File: src/cev_map.svh
// Register offsets, field positions and reset values of the comparator event block
`ifndef CEV_MAP_SVH
`define CEV_MAP_SVH
`define CEV_ADDR_W 4
`define CEV_OFF_CTRL0 4'h0
`define CEV_OFF_CTRL1 4'h1
`define CEV_OFF_CTRL2 4'h2
`define CEV_OFF_CTRL3 4'h3
`define CEV_OFF_FLAGS 4'h4
`define CEV_OFF_DIS_LO 4'h5
`define CEV_OFF_DIS_HI 4'h6
`define CEV_OFF_IRQ_STAT 4'h7
`define CEV_OFF_IRQ_CLR 4'h8
`define CEV_OFF_IRQ_EN 4'h9
`define CEV_FLAG_LSB 4
`define CEV_B3_BIT 3
`define CEV_CTRL_RST 8'h00
`define CEV_STAT_RST 8'h00
`define CEV_DIS_RST 8'h00
`define CEV_DIS_LO_MASK 8'h6D
`define CEV_DIS_HI_MASK 8'h26
`endif

File: src/cev_pkg.sv
// Types shared by the comparator event block
package cev_pkg;
  typedef enum logic [1:0] {
    CEV_IS_ANY = 2'h0,
    CEV_IS_RSVD = 2'h1,
    CEV_IS_FALL = 2'h2,
    CEV_IS_RISE = 2'h3
  } cev_sense_t;

  typedef struct packed {
    logic on;
    logic irq_allow;
    cev_sense_t sense;
    logic b3;
    logic [2:0] neg_sel;
  } cev_ctrl_t;

  typedef struct packed {
    logic [7:0] lo;
    logic [7:0] hi;
  } cev_pins_t;
endpackage

File: src/cev_top.sv
// Control, flag and input-disable logic for four analog comparators
//
// What this block does
// - Control bit 7 turns its comparator on when one, off when zero.
// - Control bit 6 lets that comparator's interrupt request through.
// - Bits 5:4 pick event: 00 toggle, 10 falling, 11 rising, 01 none.
// - Bits 2:0 steer the negative input; code 111 is reserved.
// - Bit 3 of controls 2 and 3 is unused and reads zero.
// - Chosen output event sets flag; flags sit at status bits 7:4.
// - Taking the vector clears the flag, only when interrupt allowed.
// - Writing one to a flag clears it; zero leaves it.
// - Each flag also goes out as a conversion trigger.
// - Status bits 3:0 show live comparator outputs, read only.
// - A one in a disable bit turns that pin's input buffer off.
// - While disabled, the pin's read value is always zero.
// - Second disable register holds bits 5, 2, 1, same behaviour.
// - Control 0 bit 3 picks comparator clock: one PLL, zero I/O.
//
// Decided for this implementation: the register offsets and the plain strobed port.
`timescale 1ns/1ns
`include "cev_map.svh"

module cev_top #(
  parameter int NCMP = 4
) (
  input wire logic clk_sys,
  input wire logic rst_n,
  input wire logic [`CEV_ADDR_W-1:0] bus_addr,
  input wire logic [7:0] bus_wdata,
  input wire logic bus_wr,
  input wire logic bus_rd,
  output logic [7:0] bus_rdata,
  input wire logic [NCMP-1:0] cmp_raw,
  input wire logic io_clk_tick,
  input wire logic pll_clk_tick,
  input wire logic [NCMP-1:0] vec_ack,
  input wire cev_pkg::cev_pins_t pin_raw,
  output cev_pkg::cev_pins_t pin_read,
  output cev_pkg::cev_pins_t pin_buf_off,
  output logic [NCMP-1:0] cmp_on,
  output logic [3*NCMP-1:0] neg_sel,
  output logic cmp_clock_choice,
  output logic capture_en,
  output logic [NCMP-1:0] cmp_irq_req,
  output logic [NCMP-1:0] conv_trigger,
  output logic irq
);

  cev_pkg::cev_ctrl_t ctrl_reg [NCMP];
  logic [NCMP-1:0] lvl_s1_reg;
  logic [NCMP-1:0] lvl_s2_reg;
  logic [NCMP-1:0] prev_reg;
  logic [NCMP-1:0] flag_reg;
  logic [NCMP-1:0] flag_next;
  logic [NCMP-1:0] evt;
  logic [NCMP-1:0] on_vec;
  logic [NCMP-1:0] ie_vec;
  logic [NCMP-1:0] ist_reg;
  logic [NCMP-1:0] ist_next;
  logic [NCMP-1:0] ien_reg;
  cev_pkg::cev_pins_t pin_s1_reg;
  cev_pkg::cev_pins_t pin_s2_reg;
  cev_pkg::cev_pins_t dis_next;
  logic cmp_tick;
  logic wr_flags;
  logic [7:0] rd_mux;

  // Event decode from sense field and the two samples
  function automatic logic sense_hit(cev_pkg::cev_sense_t s, logic cur, logic prv);
    logic hit;
    hit = 1'b0;
    unique case (s)
      cev_pkg::CEV_IS_ANY: hit = cur ^ prv;
      cev_pkg::CEV_IS_FALL: hit = prv & ~cur;
      cev_pkg::CEV_IS_RISE: hit = cur & ~prv;
      cev_pkg::CEV_IS_RSVD: hit = 1'b0;
    endcase
    return hit;
  endfunction

  // Comparator clock chosen by control 0 bit 3
  assign cmp_tick = ctrl_reg[0].b3 ? pll_clk_tick : io_clk_tick;
  assign wr_flags = bus_wr && (bus_addr == `CEV_OFF_FLAGS);

  // Comparator outputs arrive asynchronously, two flops before use
  always_ff @(posedge clk_sys or negedge rst_n) begin
    if (!rst_n) begin
      lvl_s1_reg <= '0;
      lvl_s2_reg <= '0;
    end else begin
      lvl_s1_reg <= cmp_raw;
      lvl_s2_reg <= lvl_s1_reg;
    end
  end

  generate
    for (genvar i = 0; i < NCMP; i++) begin : g_cmp
      // Control register; bit 3 of upper comparators is not stored
      always_ff @(posedge clk_sys or negedge rst_n) begin
        if (!rst_n) begin
          ctrl_reg[i] <= `CEV_CTRL_RST;
        end else if (bus_wr && (bus_addr == `CEV_OFF_CTRL0 + `CEV_ADDR_W'(i))) begin
          ctrl_reg[i] <= bus_wdata;
          if (i >= 2) begin
            ctrl_reg[i].b3 <= 1'b0;
          end
        end
      end

      // Previous sample taken only on comparator ticks
      always_ff @(posedge clk_sys or negedge rst_n) begin
        if (!rst_n) begin
          prev_reg[i] <= 1'b0;
        end else if (cmp_tick) begin
          prev_reg[i] <= lvl_s2_reg[i];
        end
      end

      assign on_vec[i] = ctrl_reg[i].on;
      assign ie_vec[i] = ctrl_reg[i].irq_allow;
      // Disabled comparator raises no event
      assign evt[i] = cmp_tick && ctrl_reg[i].on
                      && sense_hit(ctrl_reg[i].sense, lvl_s2_reg[i], prev_reg[i]);
      // Set beats either clear so no event is lost
      assign flag_next[i] = evt[i] ? 1'b1 :
                            ((vec_ack[i] && ctrl_reg[i].irq_allow) ? 1'b0 :
                            ((wr_flags && bus_wdata[`CEV_FLAG_LSB+i]) ? 1'b0 :
                            flag_reg[i]));
      assign neg_sel[3*i +: 3] = ctrl_reg[i].neg_sel;
    end
  endgenerate

  // Event flags and what they drive
  always_ff @(posedge clk_sys or negedge rst_n) begin
    if (!rst_n) begin
      flag_reg <= '0;
      cmp_irq_req <= '0;
      conv_trigger <= '0;
    end else begin
      flag_reg <= flag_next;
      cmp_irq_req <= flag_next & ie_vec;
      conv_trigger <= flag_next;
    end
  end

  // Control bits brought out from their registers
  always_ff @(posedge clk_sys or negedge rst_n) begin
    if (!rst_n) begin
      cmp_on <= '0;
      cmp_clock_choice <= 1'b0;
      capture_en <= 1'b0;
    end else begin
      cmp_on <= on_vec;
      cmp_clock_choice <= ctrl_reg[0].b3;
      capture_en <= ctrl_reg[1].b3;
    end
  end

  // Input-disable registers; only implemented bits hold a value
  always_comb begin
    dis_next = pin_buf_off;
    if (bus_wr && (bus_addr == `CEV_OFF_DIS_LO)) begin
      dis_next.lo = bus_wdata & `CEV_DIS_LO_MASK;
    end
    if (bus_wr && (bus_addr == `CEV_OFF_DIS_HI)) begin
      dis_next.hi = bus_wdata & `CEV_DIS_HI_MASK;
    end
  end

  // Pin reads synchronised, then forced low where the buffer is off
  always_ff @(posedge clk_sys or negedge rst_n) begin
    if (!rst_n) begin
      pin_s1_reg <= '0;
      pin_s2_reg <= '0;
      pin_read <= '0;
      pin_buf_off <= {`CEV_DIS_RST, `CEV_DIS_RST};
    end else begin
      pin_s1_reg <= pin_raw;
      pin_s2_reg <= pin_s1_reg;
      pin_buf_off <= dis_next;
      pin_read <= pin_s2_reg & ~dis_next;
    end
  end

  // Sticky interrupt status, write-one clear, set wins
  assign ist_next = evt | (ist_reg & ~((bus_wr && (bus_addr == `CEV_OFF_IRQ_CLR))
                                       ? bus_wdata[NCMP-1:0] : {NCMP{1'b0}}));

  always_ff @(posedge clk_sys or negedge rst_n) begin
    if (!rst_n) begin
      ist_reg <= '0;
      ien_reg <= '0;
      irq <= 1'b0;
    end else begin
      ist_reg <= ist_next;
      if (bus_wr && (bus_addr == `CEV_OFF_IRQ_EN)) begin
        ien_reg <= bus_wdata[NCMP-1:0];
        irq <= |(ist_next & bus_wdata[NCMP-1:0]);
      end else begin
        irq <= |(ist_next & ien_reg);
      end
    end
  end

  // Read decode; unmapped and write-only addresses read zero
  always_comb begin
    rd_mux = 8'h00;
    unique case (bus_addr)
      `CEV_OFF_CTRL0: rd_mux = ctrl_reg[0];
      `CEV_OFF_CTRL1: rd_mux = ctrl_reg[1];
      `CEV_OFF_CTRL2: rd_mux = ctrl_reg[2];
      `CEV_OFF_CTRL3: rd_mux = ctrl_reg[3];
      `CEV_OFF_FLAGS: rd_mux = {flag_reg, lvl_s2_reg};
      `CEV_OFF_DIS_LO: rd_mux = pin_buf_off.lo;
      `CEV_OFF_DIS_HI: rd_mux = pin_buf_off.hi;
      `CEV_OFF_IRQ_STAT: rd_mux = {4'h0, ist_reg};
      `CEV_OFF_IRQ_EN: rd_mux = {4'h0, ien_reg};
      default: rd_mux = 8'h00;
    endcase
  end

  // Read data stand only in the cycle after the strobe
  always_ff @(posedge clk_sys or negedge rst_n) begin
    if (!rst_n) begin
      bus_rdata <= 8'h00;
    end else begin
      bus_rdata <= bus_rd ? rd_mux : 8'h00;
    end
  end

  // Checks on flag, request and read behaviour
  property p_flag_set;
    @(posedge clk_sys) disable iff (!rst_n)
      (cmp_tick && ctrl_reg[0].on && ctrl_reg[0].sense == cev_pkg::CEV_IS_RISE
       && lvl_s2_reg[0] && !prev_reg[0]) |=> flag_reg[0];
  endproperty
  a_flag_set: assert property (p_flag_set) else $error("rising event did not set flag");

  property p_off_no_set;
    @(posedge clk_sys) disable iff (!rst_n)
      (!ctrl_reg[1].on && !flag_reg[1] && !(vec_ack[1] || wr_flags)) |=> !flag_reg[1];
  endproperty
  a_off_no_set: assert property (p_off_no_set) else $error("disabled comparator set flag");

  property p_set_wins;
    @(posedge clk_sys) disable iff (!rst_n)
      (evt[2] && wr_flags && bus_wdata[`CEV_FLAG_LSB+2]) |=> flag_reg[2];
  endproperty
  a_set_wins: assert property (p_set_wins) else $error("clear beat a same-cycle event");

  property p_sw_clear;
    @(posedge clk_sys) disable iff (!rst_n)
      (wr_flags && bus_wdata[`CEV_FLAG_LSB+3] && !evt[3]) |=> !flag_reg[3];
  endproperty
  a_sw_clear: assert property (p_sw_clear) else $error("write one did not clear flag");

  property p_ack_clear;
    @(posedge clk_sys) disable iff (!rst_n)
      (vec_ack[1] && ie_vec[1] && !evt[1]) |=> !flag_reg[1] && !cmp_irq_req[1];
  endproperty
  a_ack_clear: assert property (p_ack_clear) else $error("vector ack did not clear flag");

  property p_ack_keep;
    @(posedge clk_sys) disable iff (!rst_n)
      (vec_ack[1] && !ie_vec[1] && flag_reg[1] && !wr_flags) |=> flag_reg[1];
  endproperty
  a_ack_keep: assert property (p_ack_keep) else $error("ack cleared flag without permit");

  property p_req;
    @(posedge clk_sys) disable iff (!rst_n)
      ##1 (cmp_irq_req == (flag_reg & $past(ie_vec)));
  endproperty
  a_req: assert property (p_req) else $error("request does not follow flag and permit");

  property p_rsvd3;
    @(posedge clk_sys) disable iff (!rst_n)
      (bus_rd && bus_addr == `CEV_OFF_CTRL2) |=> !bus_rdata[`CEV_B3_BIT];
  endproperty
  a_rsvd3: assert property (p_rsvd3) else $error("unused control bit read as one");

  property p_level;
    @(posedge clk_sys) disable iff (!rst_n)
      (bus_rd && bus_addr == `CEV_OFF_FLAGS) |=> bus_rdata[3:0] == $past(lvl_s2_reg);
  endproperty
  a_level: assert property (p_level) else $error("status low bits not live outputs");

  property p_pin_mask;
    @(posedge clk_sys) disable iff (!rst_n)
      ((pin_read.lo & pin_buf_off.lo) == 8'h00) && ((pin_read.hi & pin_buf_off.hi) == 8'h00);
  endproperty
  a_pin_mask: assert property (p_pin_mask) else $error("disabled pin read as one");

  // Sense codes, edge history, triggers and the summed interrupt line
  property p_toggle;
    @(posedge clk_sys) disable iff (!rst_n)
      (cmp_tick && ctrl_reg[1].on && ctrl_reg[1].sense == cev_pkg::CEV_IS_ANY
       && (lvl_s2_reg[1] != prev_reg[1])) |=> flag_reg[1];
  endproperty
  a_toggle: assert property (p_toggle) else $error("toggle event did not set flag");

  property p_fall;
    @(posedge clk_sys) disable iff (!rst_n)
      (cmp_tick && ctrl_reg[3].on && ctrl_reg[3].sense == cev_pkg::CEV_IS_FALL
       && !lvl_s2_reg[3] && prev_reg[3]) |=> flag_reg[3];
  endproperty
  a_fall: assert property (p_fall) else $error("falling event did not set flag");

  property p_rsvd_sense;
    @(posedge clk_sys) disable iff (!rst_n)
      (ctrl_reg[2].sense == cev_pkg::CEV_IS_RSVD) |-> !evt[2];
  endproperty
  a_rsvd_sense: assert property (p_rsvd_sense) else $error("reserved sense set event");

  property p_prev;
    @(posedge clk_sys) disable iff (!rst_n)
      cmp_tick |=> (prev_reg == $past(lvl_s2_reg));
  endproperty
  a_prev: assert property (p_prev) else $error("edge history missed a tick");

  property p_trig;
    @(posedge clk_sys) disable iff (!rst_n)
      conv_trigger == flag_reg;
  endproperty
  a_trig: assert property (p_trig) else $error("trigger differs from flag");

  property p_irq_sum;
    @(posedge clk_sys) disable iff (!rst_n)
      irq == |(ist_reg & ien_reg);
  endproperty
  a_irq_sum: assert property (p_irq_sum) else $error("irq not status and enable");

  property p_on_out;
    @(posedge clk_sys) disable iff (!rst_n)
      ##1 (cmp_on == $past(on_vec));
  endproperty
  a_on_out: assert property (p_on_out) else $error("enable output not its bit");

  c_rise: cover property (@(posedge clk_sys) disable iff (!rst_n) evt[0] ##1 flag_reg[0]);
  c_ack: cover property (@(posedge clk_sys) disable iff (!rst_n)
    flag_reg[1] && vec_ack[1] && ie_vec[1]);
  c_irq: cover property (@(posedge clk_sys) disable iff (!rst_n) $rose(irq));
  c_trig: cover property (@(posedge clk_sys) disable iff (!rst_n) $rose(conv_trigger[3]));
  c_set_wins: cover property (@(posedge clk_sys) disable iff (!rst_n)
    evt[2] && wr_flags && bus_wdata[`CEV_FLAG_LSB+2]);

endmodule // cev_top

File: config.mk
export PLATFORM = sky130hd
export DESIGN_NAME = cev_top
export DESIGN_NICKNAME = d
export VERILOG_FILES = /design/src/cev_pkg.sv /design/src/cev_top.sv
export VERILOG_INCLUDE_DIRS = /design/src
export SDC_FILE = /design/constraint.sdc
export NUM_CORES = 1
export LEC_CHECK = 0
export BUFFER_PORTS_ARGS = -buffer_cell sky130_fd_sc_hd__buf_2
export CAP_MARGIN = 15
export CELL_PAD_IN_SITES_DETAIL_PLACEMENT = 1
export CELL_PAD_IN_SITES_GLOBAL_PLACEMENT = 2
export CORE_MARGIN = 2
export CORE_UTILIZATION = 33
export CTS_CLUSTER_SIZE = 24
export DETAILED_ROUTE_END_ITERATION = 7
export GPL_TIMING_DRIVEN = 0
export PLACE_DENSITY_LB_ADDON = 0.1
export SYNTH_ARGS = -nofsm -noshare
export SYNTH_HDL_FRONTEND = slang
export SYNTH_SLANG_ARGS = --single-unit
File: constraint.sdc
create_clock -name clk_sys -period 1.85 [get_ports clk_sys]
set_input_delay 0.185 -clock clk_sys [delete_from_list [all_inputs] [get_ports clk_sys]]
set_output_delay 0.185 -clock clk_sys [all_outputs]
set_load 0.03 [all_outputs]
# Word-level counts from Yosys, hierarchy flattened
# Index checks and enable logic that the tools add are counted.
# op_classes
n_eq_ne,21
mux,23
bitwise,28
n_reduce_logical,32
# op_table
operator,n
8-bit case mux with 9 select lines,1
1-bit logical AND,25
8-bit two-way mux,3
16-bit AND,1
4-bit AND,4
2-bit equality test (second input constant),8
4-bit by 3-bit equality test with 1-bit output (second input constant),4
16-bit inverter,1
1-bit case mux with 4 select lines,4
1-bit two-way mux,14
1-bit AND,8
2-bit by 1-bit equality test with 1-bit output (second input constant),4
4-bit by 2-bit equality test with 1-bit output (second input constant),2
4-bit equality test (second input constant),2
2-bit logical NOT,4
1-bit inverter,8
4-bit OR reduction,2
4-bit by 1-bit equality test with 1-bit output (second input constant),1
4-bit logical NOT,1
4-bit two-way mux,1
4-bit inverter,1
4-bit OR,1
1-bit bitwise XOR,4
# word_totals
regBits,137
in_bits,42
out_inout_bits,67
elab_cells,145

# Depth between registers and ports, before layout
# logic_depth
depth_word,9
depth_mapped,9
depth_no_buf,8

# Worst setup path before layout
# OpenSTA, ideal clock, no wires.
# synth_path
kind,register -> register
start,register lvl_s2_reg[0]
end,register irq
setup_ns,0.072
t_arrival_ns,1.827
t_required_ns,1.778
setup_slack_ns,-0.048
stages_incl_launch_ff,9
path_buffers,0
period_less_slack_ns,1.898
path_cell_list,dfrtp_1 inv_1 ha_1 or3_1 a2111oi_0 a21o_1 and2_4 a211oi_1 nor2_1
# synth_via
elab_chain_cells,8
elab_cells_between_ends,12
cone_classes,2 x mux; 7 x bitwise; 3 x reduce/logical
# synth_lines
item,line_no,source
start: declaration,cev_top.sv:51,logic [NCMP-1:0] lvl_s2_reg;
start signal: assignment,cev_top.sv:92,lvl_s2_reg <= lvl_s1_reg;
1-bit inverter,cev_top.sv:74,cev_pkg::CEV_IS_FALL: hit = prv & ~cur;
1-bit AND,cev_top.sv:74,
1-bit case mux with 4 select lines (*),cev_top.sv:72,unique case (s)
1-bit logical AND (*),cev_top.sv:123,"&& sense_hit(ctrl_reg[i].sense, lvl_s2_reg[i], prev_reg[i]);"
4-bit OR (*),cev_top.sv:186,assign ist_next = evt | (ist_reg & ~((bus_wr && (bus_addr == `CEV_OFF_IRQ_CLR))
via ist_next[0],cev_top.sv:59,logic [NCMP-1:0] ist_next;
"4-bit AND, on equally long branches","cev_top.sv:200, cev_top.sv:198",
"4-bit OR reduction, on equally long branches","cev_top.sv:200, cev_top.sv:198",
1-bit two-way mux (*),cev_top.sv:196,if (bus_wr && (bus_addr == `CEV_OFF_IRQ_EN)) begin
end signal: assignment,cev_top.sv:198,irq <= |(ist_next & bus_wdata[NCMP-1:0]);
end signal: assignment,cev_top.sv:200,irq <= |(ist_next & ien_reg);
end: declaration,cev_top.sv:46,output logic irq
# Mark *: on every way through the listed nets, which the timed path passes. The rest lies on a longest branch.
# A chain may end at the register's enable or synchronous reset.

# Final worst setup path
# layout_path
start,register lvl_s2_reg[2]
end,register irq
# The elaborated chain is that of the path after synthesis.

==> summary.md <==
| Metric | Value |
|---|---|
| Final core occ | `a little under half` |
| FMAX | `0.503 GHz` |
| Peak supply drop | `roughly 660 uV` |
| First-pass GRT wire length | `24,500 um` |
| Number of synthesized flops with an enable pin | `0` |
| Final worst setup slack | `-0.139 ns` |
| Mapped Cells | `between 400 and 500` |
| Failing checks | `setup timing` |
| Reg clk slew, reported paths | `approximately 0.060 ns` |
| Syn Nets | `between 400 and 500` |
| Initial Util | `33.9%` |
| Drt total wl | `about 15,000 um` |
| Max cap viols | `0` |
| Post-route insts no fill | `approximately 800` |
| Sequential share of the synthesized area | `between 60% and 70%` |
| Vias | `3,769` |
| Synth top area share | `approximately 64%` |
| Diodes inserted | `0` |
| Final Wtd Congestion | `a little over 0.8` |
| Routing usage on met2 | `between 20% and 30%` |
| GRT Total Usage | `a little under a fifth` |
| Slew of the pin with the lowest slew margin | `0.661 ns` |
| Logic pwr share | `a little over a fifth` |
| Worst Setup Path Type | `reg -> reg` |
| CTS tree | `done` |
| Nets@finish | `about 630` |
| Cell Pwr Density | `1300 nW/um^2` |
| Synth warn | `0` |
| Area delta synth->final | `33.6%` |
| Top_reg_cell synth | `dfrtp_1` |
| Avg Synthesized Cell Area | `between 10 and 15 um^2` |
| CTS Buf Count | `17` |
| Psw | `about 2800 uW` |
| Slowest CP cell | `a2111oi_4` |
| Main area contributors after synthesis | `dfrtp_1 64%, mux2_2 7.7%, nand2_1 2.4%` |
| Port Buffers | `approximately 110` |
| Full die area | `approximately 17,000 um^2` |
| Synth cell types | `47` |
| TritonRoute pass-1 iters | `4` |
| Final setup viols | `2` |
| Internal power | `6500 uW` |
| Fin Clk Skew | `0.00839 ns` |
| Delay of the slowest cell on the worst path | `approximately 0.42 ns` |
| GR met1 Demand/Resource | `roughly a quarter` |
| Placed instance count | `746` |
| Leakage | `between 0.003 and 0.004 uW` |
| Multi-input gate area | `about 1800 um^2` |
| Worst setup EP type | `flip-flop` |
| Bufs and invs on worst path | `1` |
| Fillers | `approximately 1,700` |
| Delay-heaviest family, CP | `compound AO/OA/AOI/OAI gates` |
| Cell Rows | `46` |
| Vias/cell | `4.69` |
| Htree depth | `4` |
| Die Span X | `approximately 130 um` |
| Status | `finished with violations` |
| Total gr overflow | `0` |
| Clock Path Buffers | `2` |
| Switching share of power | `slightly above 30%` |
| Detailed placer's ending HPWL | `between 10,000 and 15,000 um` |
| DRC Markers | `0` |
| Worst slew margin | `a little under three fifths` |
| Clock Power Share | `37.9%` |
| Top cell type by total area after synthesis | `dfrtp_1` |
| Max reg flops | `18` |
| Post-route clock period utilization | `108%` |
| Vias in the first global route | `4,184` |
| Seq cells post-synth | `137` |
| Final Hold Vio Count | `0` |
| Flop pwr share | `approximately 41%` |
| ANT nets after route | `0` |
| Drt first-iter violations | `roughly 180` |
| Core area | `roughly 16,000 um^2` |
| Layout cells sized above 1 | `around 38%` |
| Hold crit path type | `in -> reg` |
| Io pins | `between 100 and 150` |
| Crit path max fanout | `3` |
| Root Buffer | `clkbuf_16` |
| Final sum of negative setup slack | `-0.162 ns` |
| Fraction of registers with async set/reset | `100%` |
| Initial antenna violation count | `0` |
| Worst setup SP type | `flip-flop` |
| CP Cell Sequence | `inv_2, ha_4, or3_4, a2111oi_4, a21o_1, o2bb2ai_2, a2111oi_4, nor2_1` |
| Drt wl/cell | `between 15 and 20 um` |
| Max Slew Vio Count | `0` |
| Largest net degree at the start of global routing | `just over 90` |
| Syn Std Cell Area | `between 5000 and 6000 um^2` |
| Grt met3 use | `between 4 and 5%` |
| Worst Path Required | `around 2.2 ns` |
| Critical Path AT | `between 2 and 2.5 ns` |
| Register area | `between 3000 and 4000 um^2` |
| Placed instance area | `6220 um^2` |
| Crit path top cell by count | `a2111oi_4` |
| Minimum clock period | `1.99 ns` |
| RSZ-0062 raised after global routing | `yes` |
| Hold Slack | `~0.057 ns` |
| Design area | `~7000 um^2` |
| Clk Latency, worst-skew pair | `around 0.42 ns` |
| Most used routing layer | `met2` |
| Number of clock sinks | `137` |
| Die height | `around 130 um` |
[worst reg2reg max path: stages, from the launching register on]
cell,delay (ns)
dfrtp_1,0.40
inv_2,0.09
ha_4,0.19
or3_4,0.34
a2111oi_4,0.42
a21o_1,0.18
o2bb2ai_2,0.14
a2111oi_4,0.05
nor2_1,0.11
[per-layer routing]
metal | vias up | wire (um)
met4 | 0 | 241
met5 | - | 0
met1 | 1890 | 7010
met2 | 102 | 7280
met3 | 18 | 735
li1 | 1759 | -
[cell usage after synthesis, drive strengths merged (2+ instances only)]
library cell	count
nand3	11
nand2	34
inv	22
o2bb2ai	2
ha	8
clkbuf	8
a22oi	6
mux2i	10
a31o	3
nor2	20
nor2b	15
a2111oi	5
o21ai	20
a21o	4
or3	2
and2	15
a21oi	7
a22o	3
dfrtp	137
mux2	38
a31oi	4
and3	4
a32oi	4
nor3	9
buf	17
[stage by stage]
step / power [uW] / setup slack [ns]
after global placement: 5660 / -1.34
after floorplan: 5000 / 0.00700
after CTS: 9440 / -0.224
after global routing: 9780 / -0.240
after detailed placement: 5720 / -0.680
final: 9330 / -0.139
[power by group through the flow]
stage | sequential (uW) | combinational (uW) | clock [uW]
after floorplan | 4090 | 908 | 0
after global placement | 3840 | 1820 | 0
after detailed placement | 3860 | 1860 | 0
after CTS | 3810 | 2000 | 3630
after global routing | 3870 | 2150 | 3760
final | 3810 | 1990 | 3530
[what timing repair did]
action | in CTS | in global routing
hold endpoints to repair | 65 | 0
hold buffers | 21 | 0
pin swaps | 2 | 3
gates resized for setup | 18 | 7
setup buffers | 4 | 2
setup endpoints to repair | 15 | 24
[worst paths after layout]
kind	start	slack [ns]	cells after the start	end
max	lvl_s2_reg[2]	-0.14	8	irq
min	bus_wdata[1]	0.06	3	ien_reg[1]
max reg2reg	lvl_s2_reg[2]	-0.14	8	irq
min reg2reg	pin_s1_reg[9]	0.35	0	pin_s2_reg[9]
max in group asynchronous	rst_n	0.79	3	pin_buf_off[8]
min in group asynchronous	rst_n	0.27	2	cmp_clock_choice
[layout make-up]
cell class / instances / share of cell area, %
Buffer: 25 / 2.39
Clock buffer: 18 / 5.97
Clock inverter: 12 / 2.47
Inverter: 22 / 1.15
Multi-Input combinational cell: 239 / 25.1
Sequential cell: 137 / 47.7
Tap cell: 216 / 3.76
Timing Repair Buffer: 134 / 11.4
[cell usage in the layout (no fill, tap or decap), types with 5 or more instances in the layout]
cell           synthesis  final
dfrtp_1              137    136
clkbuf_1               8      5
nand2_1               34     34
ha_1                   8      6
and2_1                13     12
buf_2                  1    106
o21ai_0               20     19
mux2i_1               10      9
inv_1                 22     20
nor2_1                20     20
nor2b_1               15     15
dlygate4sd3_1          0     21
a21oi_1                7      7
nor3_1                 9      9
buf_4                 12     18
clkbuf_16              0     17
nand3_1               11     11
a22oi_1                6      5
mux2_2                37     37
[logic make-up (layout without fill, tap and decap cells)]
kind of cell               count (synthesis)  in the layout  share of synthesized area (%)
adders and majority gates                  8              8                           1.86
AOI/OAI and AO/OA                         67             67                           8.91
and+or+nand+nor                          115            115                           10.6
buffers and inverters                     47            211                           4.56
DFF                                      137            137                           63.8
muxes                                     49             49                           10.3
Power figures use the tool's default switching activity.
